[config.mk]
export PLATFORM = sky130hd
export DESIGN_NAME = dpm_bank
export DESIGN_NICKNAME = d
export VERILOG_FILES = /design/src/design/dpm_bank.v /design/src/design/dpm_ahb_slv.v /design/src/design/dpm_pri_out.v
export VERILOG_INCLUDE_DIRS = /design/src /design/src/design
export SDC_FILE = /design/constraint.sdc
export NUM_CORES = 1
export LEC_CHECK = 0
export ABC_AREA = 0
export BUFFER_PORTS_ARGS = -buffer_cell sky130_fd_sc_hd__clkbuf_2
export CORE_ASPECT_RATIO = 1.4
export CORE_MARGIN = 2
export CORE_UTILIZATION = 55
export CTS_CLUSTER_DIAMETER = 40
export DETAILED_ROUTE_END_ITERATION = 8
export GPL_ROUTABILITY_DRIVEN = 0
export GPL_TIMING_DRIVEN = 0
export PLACE_DENSITY_LB_ADDON = 0.3
export SYNTH_ARGS = -nofsm -noshare
export SYNTH_HDL_FRONTEND = slang
export SYNTH_SLANG_ARGS = --single-unit
export TNS_END_PERCENT = 50
[constraint.sdc]
create_clock -name clk -period 4.95 [get_ports clk]
set_clock_uncertainty 0.2 [all_clocks]
set_input_delay 0.495 -clock clk [delete_from_list [all_inputs] [get_ports clk]]
set_output_delay 0.495 -clock clk [all_outputs]
set_load 0.03 [all_outputs]
[src/design/dpm_map.vh]
// Summary of operation
// (RL1) remap off: priority is dscp bits 5:3; code gives 0 for non-ip packets
// (RL2) remap on: priority from selected table entry; code gives 0 for dscp outside 1a-2d and for non-ip packets
// (RL3) dscp 1a/1b use byte 34d low/high
// (RL4) dscp 1c/1d use byte 34e low/high
// (RL5) dscp 1e/1f use byte 34f low/high
// (RL6) dscp 20/21 use byte 350 low/high
// (RL7) dscp 22/23 use byte 351 low/high
// (RL8) dscp 24/25 use next byte low/high
// (RL9) dscp 26/27 use byte 353 low/high
// (RL10) dscp 28/29 use byte 354 low/high
// (RL11) dscp 2a/2b use byte 355 low/high
// (RL12) dscp 2c/2d use last byte low/high
// (RL13) bits 7,3 read zero; fields rw, reset zero
`ifndef DPM_MAP_VH
`define DPM_MAP_VH

// ----------------------------------------
// register indices, byte address is index*4
// ----------------------------------------
`define DPM_IDX_W 12
`define DPM_IDX_1A_1B 12'h34d
`define DPM_IDX_1C_1D 12'h34e
`define DPM_IDX_1E_1F 12'h34f
`define DPM_IDX_20_21 12'h350
`define DPM_IDX_22_23 12'h351
`define DPM_IDX_24_25 12'h352
`define DPM_IDX_26_27 12'h353
`define DPM_IDX_28_29 12'h354
`define DPM_IDX_2A_2B 12'h355
`define DPM_IDX_2C_2D 12'h356
`define DPM_IDX_CTRL 12'h3f0
`define DPM_IDX_STAT 12'h3f1
`define DPM_IDX_CNT 12'h3f2

// ----------------------------------------
// bus decode
// ----------------------------------------
`define DPM_ADDR_LSB 2
`define DPM_ADDR_MSB 13
`define DPM_HTRANS_NONSEQ 2'h2
`define DPM_HSIZE_WORD 3'h2
`define DPM_RESP_OKAY 1'h0

// ----------------------------------------
// fields and reset values
// ----------------------------------------
`define DPM_PRI_W 3
`define DPM_LO_MSB 2
`define DPM_LO_LSB 0
`define DPM_HI_MSB 6
`define DPM_HI_LSB 4
`define DPM_MAP_RST 3'h0
`define DPM_NUM_ENT 10
`define DPM_ENT_W 4
`define DPM_CTRL_EN_BIT 0
`define DPM_CTRL_RST 1'h0
`define DPM_CNT_W 16
`define DPM_CNT_RST 16'h0000
`define DPM_DSCP_CLS_MSB 5
`define DPM_DSCP_CLS_LSB 3

// ----------------------------------------
// table entries and dscp codes
// ----------------------------------------
`define DPM_E_1A_1B 4'h0
`define DPM_E_1C_1D 4'h1
`define DPM_E_1E_1F 4'h2
`define DPM_E_20_21 4'h3
`define DPM_E_22_23 4'h4
`define DPM_E_24_25 4'h5
`define DPM_E_26_27 4'h6
`define DPM_E_28_29 4'h7
`define DPM_E_2A_2B 4'h8
`define DPM_E_2C_2D 4'h9
`define DPM_DSCP_1A 6'h1a
`define DPM_DSCP_1B 6'h1b
`define DPM_DSCP_1C 6'h1c
`define DPM_DSCP_1D 6'h1d
`define DPM_DSCP_1E 6'h1e
`define DPM_DSCP_1F 6'h1f
`define DPM_DSCP_20 6'h20
`define DPM_DSCP_21 6'h21
`define DPM_DSCP_22 6'h22
`define DPM_DSCP_23 6'h23
`define DPM_DSCP_24 6'h24
`define DPM_DSCP_25 6'h25
`define DPM_DSCP_26 6'h26
`define DPM_DSCP_27 6'h27
`define DPM_DSCP_28 6'h28
`define DPM_DSCP_29 6'h29
`define DPM_DSCP_2A 6'h2a
`define DPM_DSCP_2B 6'h2b
`define DPM_DSCP_2C 6'h2c
`define DPM_DSCP_2D 6'h2d

`endif

[src/design/dpm_bank.v]
`timescale 1ns/10ps
`include "dpm_map.vh"

module dpm_bank #(
  parameter NUM_ENT = `DPM_NUM_ENT,
  parameter CNT_W = `DPM_CNT_W
) (
  // clock and reset
  input wire clk,
  input wire sys_rst,
  // ahb-lite slave
  input wire hsel,
  input wire [31:0] haddr,
  input wire [1:0] htrans,
  input wire hwrite,
  input wire [2:0] hsize,
  input wire hready,
  input wire [31:0] hwdata,
  output wire hreadyout,
  output wire hresp,
  output wire [31:0] hrdata,
  // ingress packet
  input wire pkt_valid,
  input wire pkt_is_ip,
  input wire [5:0] pkt_dscp,
  // priority result
  output wire pri_valid,
  output wire [`DPM_PRI_W-1:0] pri_value,
  output wire pri_remapped,
  output wire pri_in_bank
);

// ----------------------------------------
// declarations
// ----------------------------------------
wire wr_en;
wire [`DPM_IDX_W-1:0] wr_idx;
wire [7:0] wr_data;
wire [`DPM_IDX_W-1:0] rd_idx;
reg [31:0] rd_data;
wire [`DPM_PRI_W*NUM_ENT-1:0] lo_flat;
wire [`DPM_PRI_W*NUM_ENT-1:0] hi_flat;
reg remap_en;
reg [CNT_W-1:0] hit_cnt;
reg [CNT_W-1:0] next_hit_cnt;
reg [`DPM_ENT_W-1:0] next_ent;
reg next_half;
reg next_in_bank;
reg [`DPM_PRI_W-1:0] next_sel;
reg [`DPM_PRI_W-1:0] next_pri;
reg next_remapped;
wire cnt_clr;
wire cnt_inc;

// ----------------------------------------
// entry index of each mapping byte
// ----------------------------------------
function [`DPM_IDX_W-1:0] ent_idx;
  input integer n;
  begin
    case (n)
      0: ent_idx = `DPM_IDX_1A_1B;
      1: ent_idx = `DPM_IDX_1C_1D;
      2: ent_idx = `DPM_IDX_1E_1F;
      3: ent_idx = `DPM_IDX_20_21;
      4: ent_idx = `DPM_IDX_22_23;
      5: ent_idx = `DPM_IDX_24_25;
      6: ent_idx = `DPM_IDX_26_27;
      7: ent_idx = `DPM_IDX_28_29;
      8: ent_idx = `DPM_IDX_2A_2B;
      9: ent_idx = `DPM_IDX_2C_2D;
      default: ent_idx = {`DPM_IDX_W{1'b1}};
    endcase
  end
endfunction

// ----------------------------------------
// bus slave
// ----------------------------------------
dpm_ahb_slv u_slv (
  .clk(clk),
  .sys_rst(sys_rst),
  .hsel(hsel),
  .haddr(haddr),
  .htrans(htrans),
  .hwrite(hwrite),
  .hsize(hsize),
  .hready(hready),
  .hwdata(hwdata),
  .hreadyout(hreadyout),
  .hresp(hresp),
  .hrdata(hrdata),
  .wr_en(wr_en),
  .wr_idx(wr_idx),
  .wr_data(wr_data),
  .rd_idx(rd_idx),
  .rd_data(rd_data)
);

// ----------------------------------------
// mapping bytes
// ----------------------------------------
genvar gi;
generate
  for (gi = 0; gi < NUM_ENT; gi = gi + 1) begin : g_ent
    reg [`DPM_PRI_W-1:0] lo;
    reg [`DPM_PRI_W-1:0] hi;
    wire hit;
    assign hit = wr_en && (wr_idx == ent_idx(gi));
    assign lo_flat[gi*`DPM_PRI_W +: `DPM_PRI_W] = lo;
    assign hi_flat[gi*`DPM_PRI_W +: `DPM_PRI_W] = hi;
    always @(posedge clk or posedge sys_rst) begin
      if (sys_rst) begin
        lo <= `DPM_MAP_RST; // see (RL13)
        hi <= `DPM_MAP_RST; // see (RL13)
      end else if (hit) begin
        lo <= wr_data[`DPM_LO_MSB:`DPM_LO_LSB]; // see (RL13)
        hi <= wr_data[`DPM_HI_MSB:`DPM_HI_LSB]; // see (RL13)
      end
    end
  end
endgenerate

// ----------------------------------------
// control register
// ----------------------------------------
always @(posedge clk or posedge sys_rst) begin
  if (sys_rst) begin
    remap_en <= `DPM_CTRL_RST;
  end else if (wr_en && (wr_idx == `DPM_IDX_CTRL)) begin
    remap_en <= wr_data[`DPM_CTRL_EN_BIT];
  end
end

// ----------------------------------------
// in-bank hit counter, clear then increment, both in one cycle give one
// ----------------------------------------
assign cnt_clr = wr_en && (wr_idx == `DPM_IDX_CNT);
assign cnt_inc = pkt_valid && next_in_bank && next_remapped;

always @* begin
  next_hit_cnt = hit_cnt;
  if (cnt_clr) begin
    next_hit_cnt = {CNT_W{1'b0}};
  end
  if (cnt_inc) begin
    next_hit_cnt = next_hit_cnt + {{(CNT_W-1){1'b0}}, 1'b1};
  end
end

always @(posedge clk or posedge sys_rst) begin
  if (sys_rst) begin
    hit_cnt <= `DPM_CNT_RST;
  end else begin
    hit_cnt <= next_hit_cnt;
  end
end

// ----------------------------------------
// read mux, reserved bits read zero
// ----------------------------------------
always @* begin
  rd_data = 32'h00000000;
  case (rd_idx)
    `DPM_IDX_1A_1B: begin
      rd_data[`DPM_LO_MSB:`DPM_LO_LSB] = lo_flat[`DPM_E_1A_1B*`DPM_PRI_W +: `DPM_PRI_W];
      rd_data[`DPM_HI_MSB:`DPM_HI_LSB] = hi_flat[`DPM_E_1A_1B*`DPM_PRI_W +: `DPM_PRI_W];
    end
    `DPM_IDX_1C_1D: begin
      rd_data[`DPM_LO_MSB:`DPM_LO_LSB] = lo_flat[`DPM_E_1C_1D*`DPM_PRI_W +: `DPM_PRI_W];
      rd_data[`DPM_HI_MSB:`DPM_HI_LSB] = hi_flat[`DPM_E_1C_1D*`DPM_PRI_W +: `DPM_PRI_W];
    end
    `DPM_IDX_1E_1F: begin
      rd_data[`DPM_LO_MSB:`DPM_LO_LSB] = lo_flat[`DPM_E_1E_1F*`DPM_PRI_W +: `DPM_PRI_W];
      rd_data[`DPM_HI_MSB:`DPM_HI_LSB] = hi_flat[`DPM_E_1E_1F*`DPM_PRI_W +: `DPM_PRI_W];
    end
    `DPM_IDX_20_21: begin
      rd_data[`DPM_LO_MSB:`DPM_LO_LSB] = lo_flat[`DPM_E_20_21*`DPM_PRI_W +: `DPM_PRI_W];
      rd_data[`DPM_HI_MSB:`DPM_HI_LSB] = hi_flat[`DPM_E_20_21*`DPM_PRI_W +: `DPM_PRI_W];
    end
    `DPM_IDX_22_23: begin
      rd_data[`DPM_LO_MSB:`DPM_LO_LSB] = lo_flat[`DPM_E_22_23*`DPM_PRI_W +: `DPM_PRI_W];
      rd_data[`DPM_HI_MSB:`DPM_HI_LSB] = hi_flat[`DPM_E_22_23*`DPM_PRI_W +: `DPM_PRI_W];
    end
    `DPM_IDX_24_25: begin
      rd_data[`DPM_LO_MSB:`DPM_LO_LSB] = lo_flat[`DPM_E_24_25*`DPM_PRI_W +: `DPM_PRI_W];
      rd_data[`DPM_HI_MSB:`DPM_HI_LSB] = hi_flat[`DPM_E_24_25*`DPM_PRI_W +: `DPM_PRI_W];
    end
    `DPM_IDX_26_27: begin
      rd_data[`DPM_LO_MSB:`DPM_LO_LSB] = lo_flat[`DPM_E_26_27*`DPM_PRI_W +: `DPM_PRI_W];
      rd_data[`DPM_HI_MSB:`DPM_HI_LSB] = hi_flat[`DPM_E_26_27*`DPM_PRI_W +: `DPM_PRI_W];
    end
    `DPM_IDX_28_29: begin
      rd_data[`DPM_LO_MSB:`DPM_LO_LSB] = lo_flat[`DPM_E_28_29*`DPM_PRI_W +: `DPM_PRI_W];
      rd_data[`DPM_HI_MSB:`DPM_HI_LSB] = hi_flat[`DPM_E_28_29*`DPM_PRI_W +: `DPM_PRI_W];
    end
    `DPM_IDX_2A_2B: begin
      rd_data[`DPM_LO_MSB:`DPM_LO_LSB] = lo_flat[`DPM_E_2A_2B*`DPM_PRI_W +: `DPM_PRI_W];
      rd_data[`DPM_HI_MSB:`DPM_HI_LSB] = hi_flat[`DPM_E_2A_2B*`DPM_PRI_W +: `DPM_PRI_W];
    end
    `DPM_IDX_2C_2D: begin
      rd_data[`DPM_LO_MSB:`DPM_LO_LSB] = lo_flat[`DPM_E_2C_2D*`DPM_PRI_W +: `DPM_PRI_W];
      rd_data[`DPM_HI_MSB:`DPM_HI_LSB] = hi_flat[`DPM_E_2C_2D*`DPM_PRI_W +: `DPM_PRI_W];
    end
    `DPM_IDX_CTRL: begin
      rd_data[`DPM_CTRL_EN_BIT] = remap_en;
    end
    `DPM_IDX_STAT: begin
      rd_data[`DPM_LO_MSB:`DPM_LO_LSB] = pri_value;
      rd_data[`DPM_HI_LSB] = pri_in_bank;
      rd_data[`DPM_HI_LSB+1] = pri_remapped;
    end
    `DPM_IDX_CNT: begin
      rd_data[CNT_W-1:0] = hit_cnt;
    end
    default: begin
      rd_data = 32'h00000000;
    end
  endcase
end

// ----------------------------------------
// dscp to table entry and half
// ----------------------------------------
always @* begin
  next_ent = `DPM_E_1A_1B;
  next_half = 1'b0;
  next_in_bank = 1'b1;
  case (pkt_dscp)
    `DPM_DSCP_1A: begin
      next_ent = `DPM_E_1A_1B; // see (RL3)
    end
    `DPM_DSCP_1B: begin
      next_ent = `DPM_E_1A_1B; // see (RL3)
      next_half = 1'b1;
    end
    `DPM_DSCP_1C: begin
      next_ent = `DPM_E_1C_1D; // see (RL4)
    end
    `DPM_DSCP_1D: begin
      next_ent = `DPM_E_1C_1D; // see (RL4)
      next_half = 1'b1;
    end
    `DPM_DSCP_1E: begin
      next_ent = `DPM_E_1E_1F; // see (RL5)
    end
    `DPM_DSCP_1F: begin
      next_ent = `DPM_E_1E_1F; // see (RL5)
      next_half = 1'b1;
    end
    `DPM_DSCP_20: begin
      next_ent = `DPM_E_20_21; // see (RL6)
    end
    `DPM_DSCP_21: begin
      next_ent = `DPM_E_20_21; // see (RL6)
      next_half = 1'b1;
    end
    `DPM_DSCP_22: begin
      next_ent = `DPM_E_22_23; // see (RL7)
    end
    `DPM_DSCP_23: begin
      next_ent = `DPM_E_22_23; // see (RL7)
      next_half = 1'b1;
    end
    `DPM_DSCP_24: begin
      next_ent = `DPM_E_24_25; // see (RL8)
    end
    `DPM_DSCP_25: begin
      next_ent = `DPM_E_24_25; // see (RL8)
      next_half = 1'b1;
    end
    `DPM_DSCP_26: begin
      next_ent = `DPM_E_26_27; // see (RL9)
    end
    `DPM_DSCP_27: begin
      next_ent = `DPM_E_26_27; // see (RL9)
      next_half = 1'b1;
    end
    `DPM_DSCP_28: begin
      next_ent = `DPM_E_28_29; // see (RL10)
    end
    `DPM_DSCP_29: begin
      next_ent = `DPM_E_28_29; // see (RL10)
      next_half = 1'b1;
    end
    `DPM_DSCP_2A: begin
      next_ent = `DPM_E_2A_2B; // see (RL11)
    end
    `DPM_DSCP_2B: begin
      next_ent = `DPM_E_2A_2B; // see (RL11)
      next_half = 1'b1;
    end
    `DPM_DSCP_2C: begin
      next_ent = `DPM_E_2C_2D; // see (RL12)
    end
    `DPM_DSCP_2D: begin
      next_ent = `DPM_E_2C_2D; // see (RL12)
      next_half = 1'b1;
    end
    default: begin
      next_in_bank = 1'b0;
    end
  endcase
end

// ----------------------------------------
// priority selection
// ----------------------------------------
always @* begin
  if (next_half) begin
    next_sel = hi_flat[next_ent*`DPM_PRI_W +: `DPM_PRI_W];
  end else begin
    next_sel = lo_flat[next_ent*`DPM_PRI_W +: `DPM_PRI_W];
  end
end

always @* begin
  next_pri = `DPM_MAP_RST;
  next_remapped = 1'b0;
  if (!pkt_is_ip) begin
    next_pri = `DPM_MAP_RST;
  end else if (!remap_en) begin
    next_pri = pkt_dscp[`DPM_DSCP_CLS_MSB:`DPM_DSCP_CLS_LSB]; // see (RL1)
  end else begin
    next_remapped = 1'b1;
    if (next_in_bank) begin
      next_pri = next_sel; // see (RL2)
    end
  end
end

// ----------------------------------------
// registered result
// ----------------------------------------
dpm_pri_out u_out (
  .clk(clk),
  .sys_rst(sys_rst),
  .in_valid(pkt_valid),
  .in_pri(next_pri),
  .in_remapped(next_remapped),
  .in_bank(next_in_bank && next_remapped),
  .pri_valid(pri_valid),
  .pri_value(pri_value),
  .pri_remapped(pri_remapped),
  .pri_in_bank(pri_in_bank)
);

endmodule // dpm_bank

[src/design/dpm_ahb_slv.v]
`timescale 1ns/10ps
`include "dpm_map.vh"

module dpm_ahb_slv (
  // clock and reset
  input wire clk,
  input wire sys_rst,
  // ahb-lite
  input wire hsel,
  input wire [31:0] haddr,
  input wire [1:0] htrans,
  input wire hwrite,
  input wire [2:0] hsize,
  input wire hready,
  input wire [31:0] hwdata,
  output reg hreadyout,
  output reg hresp,
  output reg [31:0] hrdata,
  // register side
  output wire wr_en,
  output wire [`DPM_IDX_W-1:0] wr_idx,
  output wire [7:0] wr_data,
  output wire [`DPM_IDX_W-1:0] rd_idx,
  input wire [31:0] rd_data
);

reg ph_wr;
reg ph_rd;
reg [`DPM_IDX_W-1:0] ph_idx;
wire accept;
wire in_map;

// ----------------------------------------
// address phase
// ----------------------------------------
assign accept = hsel && hready && htrans[1];
assign in_map = (haddr[31:`DPM_ADDR_MSB+1] == 18'h00000) && (hsize <= `DPM_HSIZE_WORD);
assign wr_en = ph_wr;
assign wr_idx = ph_idx;
assign wr_data = hwdata[7:0];
assign rd_idx = ph_idx;

always @(posedge clk or posedge sys_rst) begin
  if (sys_rst) begin
    ph_wr <= 1'b0;
    ph_rd <= 1'b0;
    ph_idx <= {`DPM_IDX_W{1'b0}};
    hreadyout <= 1'b1;
    hresp <= `DPM_RESP_OKAY;
    hrdata <= 32'h00000000;
  end else begin
    hresp <= `DPM_RESP_OKAY;
    if (ph_rd) begin
      // one wait state, then registered read data
      hrdata <= rd_data;
      hreadyout <= 1'b1;
      ph_rd <= 1'b0;
      ph_wr <= 1'b0;
    end else if (accept) begin
      ph_wr <= hwrite && in_map;
      ph_rd <= ~hwrite;
      ph_idx <= in_map ? haddr[`DPM_ADDR_MSB:`DPM_ADDR_LSB] : {`DPM_IDX_W{1'b1}};
      hreadyout <= hwrite;
    end else begin
      ph_wr <= 1'b0;
    end
  end
end

endmodule // dpm_ahb_slv

[src/design/dpm_pri_out.v]
`timescale 1ns/10ps
`include "dpm_map.vh"

module dpm_pri_out (
  // clock and reset
  input wire clk,
  input wire sys_rst,
  // result of this cycle
  input wire in_valid,
  input wire [`DPM_PRI_W-1:0] in_pri,
  input wire in_remapped,
  input wire in_bank,
  // registered result
  output reg pri_valid,
  output reg [`DPM_PRI_W-1:0] pri_value,
  output reg pri_remapped,
  output reg pri_in_bank
);

// ----------------------------------------
// result register, pri_valid for one cycle, value and flags held until next packet
// ----------------------------------------
always @(posedge clk or posedge sys_rst) begin
  if (sys_rst) begin
    pri_valid <= 1'b0;
    pri_value <= `DPM_MAP_RST;
    pri_remapped <= 1'b0;
    pri_in_bank <= 1'b0;
  end else begin
    pri_valid <= in_valid;
    if (in_valid) begin
      pri_value <= in_pri;
      pri_remapped <= in_remapped;
      pri_in_bank <= in_bank;
    end
  end
end

endmodule // dpm_pri_out

======== Word-level counts from Yosys, hierarchy flattened ========
Cells that the tools add are included.
Widths: inputs -> output; s select.
cells by class
  $lt $le $gt $ge ......................... 1
  equal/unequal tests ..................... 33
  multiplexer cells ....................... 24
  shifts and indexed selects .............. 2
  add/subtract/negate cells ............... 1
  reduce and logical (&&, ||, !) cells .... 33
  $mul .................................... 1
  bitwise gates (word level) .............. 2
operators with widths
  kind                   count
  $eq 12x10->1 const B   13
  $eq 6x6->1 const B     14
  $shiftx 30x7->3        2
  $pmux 2 s12            2
  $eq 6x5->1 const B     6
  $pmux 4 s9             1
  $mux 16                2
  $reduce_or 20->1       1
  $logic_and 1x1->1      19
  $logic_not 18->1       1
  $reduce_or 2->1        9
  $add 16x1->16 const B  1
  $pmux 1 s13            1
  $mux 12                1
  $mux 3                 4
  $mux 1                 11
  $pmux 1 s11            1
  $reduce_or 10->1       1
  $mux 9                 1
  $mul 4x2->6 const B    1
  $le 3x2->1 const B     1
  $not 1->1              2
  $reduce_and 2->1       1
  $reduce_bool 2->1      1
word-level totals
  word-level logic and storage cells ...... 128
  bits of input ports ..................... 82
  flip-flop bits (word level) ............. 114
  output and inout port bits .............. 40

======== Logic depth before layout (Yosys ltp) ========
  depth in word-level cells ............... 9
  depth in mapped cells ................... 11
  mapped depth without buffers ............ 9

======== Cells and area by module ========
Synthesis repeated with hierarchy kept, for this count alone.
second synthesis, totals
  cell total of the unflattened synthesis .. 663
  area, all modules ....................... 7243.2 µm²
by module, submodules not included
  module       cells each  times used  sequential area each (µm²)  area an instance (µm²)
  dpm_bank     491         1           1926.8                      5008.6
  dpm_ahb_slv  160         1           1177.4                      2024.4
  dpm_pri_out  12          1           150.1                       210.2

======== Least setup slack after synthesis ========
OpenSTA, ideal clock, no wires.
  path type ............................... reg-to-reg
  from .................................... reg u_slv.ph_idx[8] (netlist: u_slv.rd_idx[8])
  to ...................................... reg hit_cnt[14]
  stages on the path, launching flop included .. 12
  buffers on the path ..................... 2
  arrival time ............................ 2.234 ns
  period minus slack after synthesis ...... 2.566 ns
  library setup time ...................... 0.132 ns
  required time ........................... 4.618 ns
  setup slack ............................. 2.384 ns
  cell sequence ........................... dfrtp_1 -> and4bb_2 -> buf_2 -> and4_1 -> clkbuf_1 -> nor2b_1 -> ha_1 -> nand2_1 -> nor4b_2 -> nand4_1 -> xor2_1 -> nor2_1
between the ends
  longest elaborated chain between the ends .. 5
ends and longest elaborated chain
  what                        RTL line          source
  from (decl)                 dpm_ahb_slv.v:29  reg [`DPM_IDX_W-1:0] ph_idx;
  from (signal assigned)      dpm_ahb_slv.v:47  ph_idx <= {`DPM_IDX_W{1'b0}};
  from (signal assigned)      dpm_ahb_slv.v:62  ph_idx <= in_map ? haddr[`DPM_ADDR_MSB:`DPM_ADDR_LSB] : {`DPM_IDX_W{1'b1}};
  $eq 12x10->1 *              --
  $logic_and 1x1->1 *         dpm_bank.v:138    assign cnt_clr = wr_en && (wr_idx == `DPM_IDX_CNT);
  $mux 16 *                   dpm_bank.v:143    if (cnt_clr) begin
  $add 16x1->16               dpm_bank.v:147    next_hit_cnt = next_hit_cnt + {{(CNT_W-1){1'b0}}, 1'b1};
  $mux 16 *                   dpm_bank.v:146    if (cnt_inc) begin
  named net next_hit_cnt[14]  dpm_bank.v:45     reg [CNT_W-1:0] next_hit_cnt;
  to (signal assigned)        dpm_bank.v:153    hit_cnt <= `DPM_CNT_RST;
  to (signal assigned)        dpm_bank.v:155    hit_cnt <= next_hit_cnt;
  to (decl)                   dpm_bank.v:44     reg [CNT_W-1:0] hit_cnt;
Mark *: on every way through the listed nets, which the timed path passes. The rest lies on a longest branch.
A chain may end at the register's enable or synchronous reset.

======== Worst setup path after layout ========
  from .................................... reg u_slv.ph_idx[3] (netlist: u_slv.rd_idx[3])
  to ...................................... reg hit_cnt[14]
The elaborated chain is that of the path after synthesis.

==> out/results.ini <==
[yosys]
ys_seq_area_share_pct = 45.4
synthSimpleGateAreaFrac_pct = 13.7
synth_edf_count = 0
netlist_area_um2 = 6290
synthAdderAreaFrac_pct = 0.199
synth_top_family_by_area = multiplexers
ys.flop_type = dfrtp_1
synth_compound_area_share_pct = 14.0
ys.warnings.count = 0
netlist_instances = 582
yosysTopAreaCellShare_pct = 45.0
avgSynthCellArea_um2 = 10.8
ys_ff_latch = 114
synthTopCellsByArea = dfrtp_1 45%, mux2_2 11%, mux2i_1 6.1%
synth_cell_types = 62
synth_xor_area_share_pct = 2.23
async_reset_ff_share_pct = 100
synthMuxAreaShare_pct = 18.5
yosysTopAreaCell = dfrtp_1

[worst_hold_path]
hold_end = u_slv.ph_rd
min-delay-start = hwrite
hp-class = in -> reg
holdPathStages = 2

[layout]
regArea_um2 = 2850
nets = 771
drive_above_1_share_pct = 30.0
final_cells = 845
multi_input_area_um2 = 3120
antenna_cells = 0
fillers = 885
utilization_pct = 66.8
area_delta_synth_final_pct = 19.2

[clock_tree]
worstSkewPairLatency_ns = 0.42
cts_tree = yes
cts.clk_slew.worst_paths_ns = 0.06
post_cts_resized = 0
root_buffer = clkbuf_16
cts_sinks = 114
ctsHoldBuffers = 1
cts_max_level = 4
clk_path_buf_depth = 2
cts_setup_buffers = 0
cts_buffers = 17

[worst_setup_path]
r2r-end = hit_cnt[14]
crit_required_ns = 5.03
cp.arrival_ns = 3.29
start_kind = flop
reg2reg_slack_ns = 1.74
crit_type = reg -> reg
end_kind = flop
worstPathMaxFanout = 10
reg2reg_from = u_slv.rd_idx[3]
worstRegToRegCells = 11

[power_and_ir_drop]
ir_worst_vdd_mv = 0.257
power_density_nw_per_um2 = 328
totalPowerFinal_w = 0.00246
total_leakage_power_nw = 3.58

[detailed_routing]
wl_per_cell_um = 20.9
routed.top_layer = met4
drt_drc_violations_left = 0
m1WireLength_mm = 6.39
num_vias = 5319
drt-pass1-iter-count = 7
routed_wirelength_mm = 17.6
drt_iter0_markers = 508
met3_length_mm = 1.12
wl_met2_mm = 9.08
viasPerCell = 6.29
final_antenna_net_count = 0

[timing]
slew_headroom_pct = 41.0
rsz0062_at_grt = no
setup_viol = 0
min_period_over_period_pct = 64.8
final_max_slew_viol_count = 0
clock.fmax_ghz = 0.312
tns_ns = 0
period_needed_ns = 3.21
tightestPinTransition_ns = 0.882
fin_ws_ns = 1.74
timing.final.hold_violations = 0

[global_route]
grt_first_pass_wirelength_mm = 28.0
first_global_vias = 5368
antenna_found_initial = 0
grtUsageTotal_pct = 30.1
grt_max_degree = 63
grt-ovfl-total = 0

[placement]
hpwl_mm = 12.8
portBuffers = 69
post-place-ws_ns = 1.88
dpl.cell_count = 812

[die]
die_area_um2 = 12300
die_w_um = 94.4
die_h_um = 130
pin_count = 122
core_area_um2 = 11200
start_util_pct = 56.0
rows = 46

[status]
status = finished clean

[flow_run]
cap_violations = 0

-- per-layer routing --
metal  up-vias  track usage (%)
met1      2582             32.2
li1       2358                -
met5         -                0
met2       285             52.3
met3        94             7.51
met4         0             19.9
-- cell families (layout without fill, tap and decap cells) --
group,Yosys count,after routing
other cells,1,17
flops,114,114
xor+xnor,16,16
compound gates,121,121
buf+inv,69,172
fa+ha+maj,1,1
simple gates,156,156
mux,104,104
-- final cells by class --
cell class                      count  area share, %
Multi-Input combinational cell    415           41.7
Tap cell                          144           2.40
Inverter                           13          0.685
Clock inverter                     12           1.79
Timing Repair Buffer               71           5.11
Clock buffer                       20           5.96
Buffer                             56           4.29
Sequential cell                   114           38.1
-- per-stage QoR --
stage,hold slack [ns],instance area [µm²]
global placement,0.289,6870
floorplan,0.283,6350
CTS,0.0364,7490
finish,0.0419,7490
global route,0.0626,7490
detailed placement,0.296,6900
-- worst max-delay path by stage --
stage                    startpoint        endpoint
finish              u_slv.rd_idx[3]     hit_cnt[14]
global route        u_slv.rd_idx[3]     hit_cnt[14]
CTS                 u_slv.rd_idx[3]     hit_cnt[14]
detailed placement  u_slv.rd_idx[3]     hit_cnt[14]
global placement            sys_rst  g_ent[4].hi[1]
floorplan                   sys_rst  g_ent[0].hi[0]
-- sequential cells by signal, summed over array words and instances, names as in the netlist --
register            flops
g_ent.hi               30
u_slv.hreadyout         1
u_out.pri_in_bank       1
hit_cnt                16
u_out.pri_value         3
g_ent.lo               30
u_out.pri_valid         1
u_slv.hrdata           16
u_slv.ph_rd             1
remap_en                1
u_slv.rd_idx           12
u_slv.wr_en             1
u_out.pri_remapped      1
-- report_power, final --
| group | switching (W) | internal (W) | total, W |
|---|---|---|---|
| Combinational | 0.000146 | 0.0000997 | 0.000245 |
| Clock | 0.000444 | 0.000753 | 0.00120 |
| Sequential | 0.0000476 | 0.000971 | 0.00102 |
| Total | 0.000637 | 0.00182 | 0.00246 |
-- synth_stat cells, types with 6 or more instances --
| master | n |
|---|---|
| o21ai_0 | 22 |
| nand4_1 | 17 |
| nor2_1 | 33 |
| buf_4 | 20 |
| nor4_1 | 6 |
| dfrtp_1 | 113 |
| and4_1 | 6 |
| o22ai_1 | 7 |
| a21oi_1 | 10 |
| nor3_1 | 6 |
| nand2_1 | 30 |
| a22o_1 | 16 |
| mux2_2 | 62 |
| and3_1 | 8 |
| clkbuf_1 | 17 |
| nor2b_1 | 8 |
| xor2_1 | 16 |
| buf_2 | 10 |
| inv_1 | 13 |
| o22a_1 | 13 |
| a22oi_1 | 14 |
| nand3_1 | 18 |
| mux2i_1 | 38 |
-- cells in the final DEF, fill, tap and decap left out, types with 5 or more instances in the layout --
cell	count
mux2_2	62
o22ai_1	7
buf_4	20
nor2_1	33
buf_1	5
clkbuf_2	70
o22a_1	13
nand3_1	18
nand2_1	30
o21ai_0	22
o211ai_1	5
a21oi_1	10
a22o_1	16
dfrtp_1	113
conb_1	17
a22oi_1	14
o2bb2ai_1	5
and3_1	8
xor2_1	16
inv_1	12
buf_2	10
mux2i_1	38
clkbuf_16	17
and4_1	6
nor3_1	6
nor4_1	6
nor2b_1	8
clkbuf_1	19
nand4_1	17
clkinvlp_4	5
-- critical path, cell delays in order, from the launching register on --
cell	delay, ns
dfrtp_1	0.32
clkbuf_1	0.38
nor4b_2	0.17
and4_1	0.21
clkbuf_1	0.21
nor2b_1	0.24
ha_1	0.21
nand2_1	0.07
nor4b_2	0.53
nand4_1	0.23
xor2_1	0.22
nor2_1	0.08
(Power assumes the default switching activity.)
